### src/design/clp_consts.vh
`ifndef CLP_CONSTS_VH
`define CLP_CONSTS_VH

// Clock period and instruction execution time
`define CLP_CLK_NS 40
`define CLP_EXEC_NS 40000
`define CLP_EXEC_CYC ((`CLP_EXEC_NS + `CLP_CLK_NS - 1) / `CLP_CLK_NS)

// Fill code used by display clear
`define CLP_SPACE_CODE 8'h20

// Status byte layout
`define CLP_BIT_BUSY 7

// Function set fields
`define CLP_BIT_WIDTH 4
`define CLP_BIT_LINES 3
`define CLP_BIT_FONT 2

// Display on/off fields
`define CLP_BIT_DISP 2
`define CLP_BIT_CURS 1
`define CLP_BIT_BLINK 0

// Entry mode fields
`define CLP_BIT_INC 1
`define CLP_BIT_SHIFT 0

// Power-on defaults
`define CLP_RST_WIDTH 1'b1
`define CLP_RST_LINES 1'b0
`define CLP_RST_FONT 1'b0
`define CLP_RST_DISP 1'b0
`define CLP_RST_CURS 1'b0
`define CLP_RST_BLINK 1'b0
`define CLP_RST_INC 1'b1
`define CLP_RST_SHIFT 1'b0

`endif

### src/design/clp_sync.v
`timescale 1ns/100ps
////////////////////////////////////////////////////////////////////////////////
// Three-stage pin synchroniser; output moves only when stages two and three agree
module clp_sync #(
    parameter WIDTH = 11
) (
    input wire clk,
    input wire rst_n,
    input wire [WIDTH-1:0] pin_in,
    output wire [WIDTH-1:0] stable
);
    reg [WIDTH-1:0] s1;
    reg [WIDTH-1:0] s2;
    reg [WIDTH-1:0] s3;
    reg [WIDTH-1:0] hold;

    genvar i;
    generate
        for (i = 0; i < WIDTH; i = i + 1) begin : g_bit
            always @(posedge clk or negedge rst_n) begin
                if (!rst_n) begin
                    s1[i] <= 1'b0;
                    s2[i] <= 1'b0;
                    s3[i] <= 1'b0;
                    hold[i] <= 1'b0;
                end else begin
                    s1[i] <= pin_in[i];
                    s2[i] <= s1[i];
                    s3[i] <= s2[i];
                    if (s2[i] == s3[i]) begin
                        hold[i] <= s3[i];
                    end
                end
            end
        end
    endgenerate

    assign stable = hold;
endmodule

### src/design/clp_port.v
`timescale 1ns/100ps
// Functional notes
// - Eight-line mode uses enable, register select, read/write and data bits 0-7.
// - Four-line mode uses enable, register select, read/write and data bits 4-7.
// - Four-line mode carries each byte as two nibble transfers.
// - Controller initializes itself at power-up with no host action.
// - Busy flag stays high until the whole power-on sequence completes.
// - Init defaults: eight-line, one line, 5x8 font, display/cursor/blink off.
// - Init entry mode: address counter increments, whole-display shift off.
// - Four-line mode sends upper nibble first, lower nibble second.
// - Four-line mode raises busy only after the second nibble ends.
// - Status read gives busy on bit 7, address counter on 6-0.
// - Width select set means eight-line mode, cleared means four-line mode.
`include "clp_consts.vh"

module clp_port #(
    parameter RAM_DEPTH = 128
) (
    input wire clk,
    input wire rst_n,
    input wire enable_pin,
    input wire register_select,
    input wire rw_select,
    input wire [7:0] data_lines_in,
    output reg [7:0] data_lines_out,
    output reg [7:0] data_lines_oe_n,
    output reg busy_flag,
    output reg width_select,
    output reg two_line,
    output reg font_large,
    output reg display_on,
    output reg cursor_on,
    output reg blink_on,
    output reg entry_increment,
    output reg entry_shift,
    output reg [6:0] addr_counter
);
    localparam [1:0] ST_CLEAR = 2'd0;
    localparam [1:0] ST_WAIT = 2'd1;
    localparam [1:0] ST_IDLE = 2'd2;
    // Full width first so the cut to the counter width is deliberate
    localparam [31:0] EXEC_FULL = `CLP_EXEC_CYC;
    localparam [11:0] EXEC_CYC = EXEC_FULL[11:0];

    ////////////////////////////////////////////////////////////////////////////
    // Pin synchronisation and strobe edges
    wire [10:0] pins_f;
    wire e_f = pins_f[10];
    wire rs_f = pins_f[9];
    wire rw_f = pins_f[8];
    wire [7:0] d_f = pins_f[7:0];

    clp_sync #(
        .WIDTH(11)
    ) u_sync (
        .clk(clk),
        .rst_n(rst_n),
        .pin_in({enable_pin, register_select, rw_select, data_lines_in}),
        .stable(pins_f)
    );

    reg e_prev;
    reg nib_phase;
    reg [3:0] hi_nib;
    reg [7:0] rd_byte;
    reg [1:0] state;
    reg por_run;
    reg [6:0] clr_addr;
    reg [11:0] busy_cnt;
    reg [7:0] ram [0:RAM_DEPTH-1];

    wire fall = e_prev & ~e_f;
    wire rise = ~e_prev & e_f;
    wire last_nib = width_select | nib_phase;
    wire wr_done = fall & ~rw_f & last_nib;
    wire [7:0] exec_byte = width_select ? d_f : {hi_nib, d_f[7:4]};
    // Host writes while busy are dropped; the host must poll first
    wire host_go = wr_done & (state == ST_IDLE);
    wire [6:0] ac_step = entry_increment ? addr_counter + 7'h01 : addr_counter - 7'h01;

    ////////////////////////////////////////////////////////////////////////////
    // Display text RAM, no reset so it maps onto memory
    always @(posedge clk) begin
        if (state == ST_CLEAR) begin
            ram[clr_addr] <= `CLP_SPACE_CODE;
        end else if (host_go & rs_f) begin
            ram[addr_counter] <= exec_byte;
        end
    end

    ////////////////////////////////////////////////////////////////////////////
    // Read path: data lines driven only while enable is high on a read
    always @(posedge clk or negedge rst_n) begin
        if (!rst_n) begin
            e_prev <= 1'b0;
            rd_byte <= 8'h00;
            data_lines_out <= 8'h00;
            data_lines_oe_n <= 8'hFF;
        end else begin
            e_prev <= e_f;
            if (rise & rw_f & ~nib_phase) begin
                // Byte frozen on the first nibble so both halves match
                rd_byte <= rs_f ? ram[addr_counter] : {busy_flag, addr_counter};
            end
            if (e_f & rw_f) begin
                data_lines_oe_n <= width_select ? 8'h00 : 8'h0F;
            end else begin
                data_lines_oe_n <= 8'hFF;
            end
            if (width_select) begin
                data_lines_out <= rd_byte;
            end else if (nib_phase) begin
                data_lines_out <= {rd_byte[3:0], 4'h0};
            end else begin
                data_lines_out <= {rd_byte[7:4], 4'h0};
            end
        end
    end

    ////////////////////////////////////////////////////////////////////////////
    // Control: power-on sequence, nibble pairing, instruction execution
    always @(posedge clk or negedge rst_n) begin
        if (!rst_n) begin
            state <= ST_CLEAR;
            por_run <= 1'b1;
            clr_addr <= 7'h00;
            busy_cnt <= 12'h000;
            busy_flag <= 1'b1;
            nib_phase <= 1'b0;
            hi_nib <= 4'h0;
            width_select <= `CLP_RST_WIDTH;
            two_line <= `CLP_RST_LINES;
            font_large <= `CLP_RST_FONT;
            display_on <= `CLP_RST_DISP;
            cursor_on <= `CLP_RST_CURS;
            blink_on <= `CLP_RST_BLINK;
            entry_increment <= `CLP_RST_INC;
            entry_shift <= `CLP_RST_SHIFT;
            addr_counter <= 7'h00;
        end else begin
            // Nibble pairing runs even while busy so status polls stay aligned
            if (fall & ~width_select) begin
                if (!nib_phase) begin
                    hi_nib <= d_f[7:4];
                end
                nib_phase <= ~nib_phase;
            end
            if (fall & rw_f & last_nib & rs_f) begin
                addr_counter <= ac_step;
            end
            case (state)
                ST_CLEAR: begin
                    busy_flag <= 1'b1;
                    clr_addr <= clr_addr + 7'h01;
                    if (clr_addr == RAM_DEPTH - 1) begin
                        clr_addr <= 7'h00;
                        addr_counter <= 7'h00;
                        if (por_run) begin
                            width_select <= `CLP_RST_WIDTH;
                            two_line <= `CLP_RST_LINES;
                            font_large <= `CLP_RST_FONT;
                            display_on <= `CLP_RST_DISP;
                            cursor_on <= `CLP_RST_CURS;
                            blink_on <= `CLP_RST_BLINK;
                            entry_increment <= `CLP_RST_INC;
                            entry_shift <= `CLP_RST_SHIFT;
                            nib_phase <= 1'b0;
                        end
                        busy_cnt <= EXEC_CYC;
                        state <= ST_WAIT;
                    end
                end
                ST_WAIT: begin
                    if (busy_cnt <= 12'h001) begin
                        busy_cnt <= 12'h000;
                        busy_flag <= 1'b0;
                        por_run <= 1'b0;
                        state <= ST_IDLE;
                    end else begin
                        busy_cnt <= busy_cnt - 12'h001;
                    end
                end
                ST_IDLE: begin
                    if (host_go) begin
                        busy_flag <= 1'b1;
                        busy_cnt <= EXEC_CYC;
                        state <= ST_WAIT;
                        if (rs_f) begin
                            addr_counter <= ac_step;
                        end else begin
                            // Host-driven init uses these same instructions
                            casez (exec_byte)
                                8'b1???????: begin
                                    addr_counter <= exec_byte[6:0];
                                end
                                8'b01??????: begin
                                    addr_counter <= addr_counter;
                                end
                                8'b001?????: begin
                                    width_select <= exec_byte[`CLP_BIT_WIDTH];
                                    two_line <= exec_byte[`CLP_BIT_LINES];
                                    font_large <= exec_byte[`CLP_BIT_FONT];
                                    nib_phase <= 1'b0;
                                end
                                8'b0001????: begin
                                    if (!exec_byte[3]) begin
                                        addr_counter <= exec_byte[2] ? addr_counter + 7'h01
                                            : addr_counter - 7'h01;
                                    end
                                end
                                8'b00001???: begin
                                    display_on <= exec_byte[`CLP_BIT_DISP];
                                    cursor_on <= exec_byte[`CLP_BIT_CURS];
                                    blink_on <= exec_byte[`CLP_BIT_BLINK];
                                end
                                8'b000001??: begin
                                    entry_increment <= exec_byte[`CLP_BIT_INC];
                                    entry_shift <= exec_byte[`CLP_BIT_SHIFT];
                                end
                                8'b0000001?: begin
                                    addr_counter <= 7'h00;
                                end
                                8'b00000001: begin
                                    clr_addr <= 7'h00;
                                    state <= ST_CLEAR;
                                end
                                default: begin
                                    busy_cnt <= EXEC_CYC;
                                end
                            endcase
                        end
                    end
                end
                default: begin
                    state <= ST_IDLE;
                end
            endcase
        end
    end
endmodule

### config.mk
export PLATFORM = sky130hd
export DESIGN_NAME = clp_port
export DESIGN_NICKNAME = d
export VERILOG_FILES = /design/src/design/clp_sync.v /design/src/design/clp_port.v
export VERILOG_INCLUDE_DIRS = /design/src /design/src/design
export SDC_FILE = /design/constraint.sdc
export NUM_CORES = 1
export LEC_CHECK = 0
export BUFFER_PORTS_ARGS = -buffer_cell sky130_fd_sc_hd__clkbuf_2
export CAP_MARGIN = 20
export CORE_MARGIN = 2
export CORE_UTILIZATION = 41
export CTS_CLUSTER_SIZE = 12
export DETAILED_ROUTE_END_ITERATION = 10
export MAX_ROUTING_LAYER = met4
export PLACE_DENSITY = 0.64
export SYNTH_ARGS = -nofsm -noshare
export SYNTH_HDL_FRONTEND = slang
export SYNTH_HIERARCHICAL = 1
export SYNTH_SLANG_ARGS = --single-unit
### constraint.sdc
create_clock -name clk -period 15.9 [get_ports clk]
set_input_delay 0.795 -clock clk [delete_from_list [all_inputs] [get_ports clk]]
set_output_delay 0.795 -clock clk [all_outputs]
set_load 0.03 [all_outputs]
==> flow_summary.toml <==
[layout]
layout_common_cells = "edfxtp_1, mux4_2, nor2_1"
layout_commonest_cell = "edfxtp_1"
area_delta_synth_final_pct = 11.5
final_cell_area_um2 = 50700
final_layout_size_suffix_gt1_share_pct = 20.7
fin_nets = 2563

[detailed_routing]
drt-vias-per-instance = 5.95
drc = 0
wl_per_cell_um = 28.9
postRouteAntennaNets = 0
drtIter0Drc = 3022
drt_wl_total_um = 119000
num_vias = 24400
dr.pass1.iters = 6

[critical_path]
critPathKind = "reg2reg"
critPathMaxFanout = 34
r2r_cells = 7
setup.worst_path.start_class = "flop"
required_ns = 16.20
arrival_ns = 5.10
endpoint_kind = "flop"

[sta]
setup_viol_count_final = 0
max_freq_mhz = 208
finalMaxSlewViolations = 0
final.period_utilization_pct = 30.2
whs_ns = 0.146
hold_viol = 0
relSlewSlack_pct = 21.1
rsz0062_at_grt = "false"
fin_worst_skew_ns = 0.0421
fin_tns_setup_ns = 0
period_needed_ns = 4.80
worst_slew_pin_slew_ns = 1.18

[run]
drv_cap = 0

[power]
ir_drop_uv = 139
leakage_nw = 13.9
p_per_area_nw_per_um2 = 142

[place]
place_area_um2 = 47300
gp_congestion = 0.915
io_buffer_count = 44
hpwlAfterDp_um = 72600

[clocking]
tritoncts = "built"
cts_sinks = 1130
clk_pin_slew_ns = 0.06
cts_buffer_depth = 3
ctsHoldBuffers = 0
postCtsSetupBuffers = 0
cts_made_buffers = 113
htree_levels = 3
clock_latency_ns = 0.70
cts_resized = 0
cts_root_buf = "clkbuf_16"

[floorplanning]
ios = 45
dieArea_um2 = 114000
core.rowCount = 122
die_y_um = 337
start_util_pct = 41.2
die_w_um = 337
coreArea_um2 = 110000

[logic_synthesis]
syn-instance-count = 2463
synth-seq-area-share_pct = 73.5
avgSynthCellArea_um2 = 18.5
yosys.area.top_type = "edfxtp_1"
synthFlopType = "edfxtp_1"
yosysWarnings = 6
ys_ff_latch = 1130
syn_nets = 2482
synth_edf_count = 1024
async_flop_share_pct = 9.38
yosysTopAreaCellShare_pct = 67.6
netlist_area_um2 = 45500
ys_types = 76
synth_area_leaders = "edfxtp_1, mux4_2, dfrtp_1"

[min_path]
hp-class = "in2async"

[grt]
grt_pass1_vias = 24000
grt_antenna_before_repair = 2
grt_pass1_wl_um = 171000
grt_use_total_pct = 21.4
gr-total-overflow = 0
grt_max_degree = 134

[outcome]
run_status = "finished, final reports clean"
[path summary, 6_finish.rpt]
check,from,end,slack [ns]
worst max-delay path,width_select$_DFFE_PN1P_,ram[98][5]$_DFFE_PP_,11.10
worst max register to register,width_select$_DFFE_PN1P_,ram[98][5]$_DFFE_PP_,11.10
worst min-delay path,rst_n,u_sync/s2[5]$_DFF_PN0_,0.15
worst min register to register,u_sync/s1[7]$_DFF_PN0_,u_sync/s2[7]$_DFF_PN0_,0.35
min in group clk,data_lines_in[1],u_sync/s1[1]$_DFF_PN0_,0.22
max in group asynchronous,rst_n,addr_counter[1]$_DFFE_PN0P_,14.46
[layout make-up]
| type | instances | area (µm²) |
|---|---|---|
| clock buffer | 163 | 3100 |
| multi-input combinational | 1171 | 11200 |
| clock inverter | 31 | 264 |
| sequential | 1130 | 33400 |
| timing repair buffer | 107 | 792 |
| tap | 1488 | 1860 |
| antenna | 1 | 2.50 |
| fill | 9180 | 59700 |
| inverter | 21 | 78.8 |
[logic make-up (layout without fill, tap and decap cells)]
logic type | Yosys count | after routing | share of synthesized area, %
DFF | 1130 | 1130 | 73.5
and+or+nand+nor | 486 | 486 | 4.72
muxes | 370 | 370 | 14.8
AOI/OAI and AO/OA | 284 | 284 | 4.24
buffers and inverters | 162 | 322 | 2.09
adders and majority gates | 17 | 17 | 0.438
xor gates and xnor gates | 14 | 14 | 0.270
other | 0 | 1 | 0
[sequential cells by signal, summed over array words and instances, names as in the netlist, 4 cells and up]
register / cells
u_sync/stable: 11
ram: 1024
busy_cnt: 12
hi_nib: 4
u_sync/s2: 11
data_lines_out: 8
u_sync/s1: 11
addr_counter: 7
u_sync/s3: 11
rd_byte: 8
clr_addr: 7
[metrics by stage]
step	std cells	util (%)	setup WS [ns]	total power, mW
after floorplan	2463	-	10.44	4.36
after global placement	3905	42.7	10.96	4.80
after detailed placement	3911	42.8	11.10	4.80
after CTS	4105	45.9	11.14	7.24
after global routing	4112	45.9	10.88	7.44
final	4112	45.9	11.10	7.22
[cell usage after synthesis (6+ instances only)]
| library cell | instances |
|---|---|
| mux4_1 | 9 |
| nor2_1 | 211 |
| o221ai_1 | 14 |
| nor2b_1 | 6 |
| o31ai_1 | 6 |
| a221oi_1 | 10 |
| and2_1 | 10 |
| a22oi_1 | 14 |
| mux2_2 | 31 |
| a2111oi_0 | 8 |
| o22ai_1 | 21 |
| a21oi_1 | 54 |
| mux2i_1 | 104 |
| xnor2_1 | 11 |
| inv_1 | 20 |
| a31oi_1 | 12 |
| edfxtp_1 | 1024 |
| nand2_1 | 126 |
| o21ai_0 | 63 |
| dfrtp_1 | 100 |
| a22o_1 | 6 |
| buf_2 | 34 |
| a211oi_1 | 17 |
| nand2b_1 | 17 |
| clkbuf_1 | 56 |
| nand3b_1 | 10 |
| buf_4 | 21 |
| buf_6 | 19 |
| mux4_2 | 225 |
| o22a_1 | 10 |
| ha_1 | 6 |
| nand3_1 | 29 |
| nor3_1 | 45 |
| maj3_2 | 11 |
| dfstp_2 | 6 |
[layer usage]
layer  routed length [µm]  global-route usage, %
met1                48500                   29.6
met5                    0                      -
met4                 4460                   7.09
met2                55400                   32.3
met3                10300                   3.79
[report_power, final]
group          switching (mW)  leakage [nW]  internal, mW
clock network            1.07          1.63          1.39
logic                   0.898          3.56         0.498
registers               0.125          8.70          3.23
[critical path: stages (launching register included)]
cell     delay, ns
dfstp_2       0.96
nor2_1        0.16
nor3_2        0.46
nand3_1       0.13
buf_4         0.29
o21ai_0       0.95
nand3_1       0.52
nor2_1        0.94
Power figures use the tool's default switching activity.
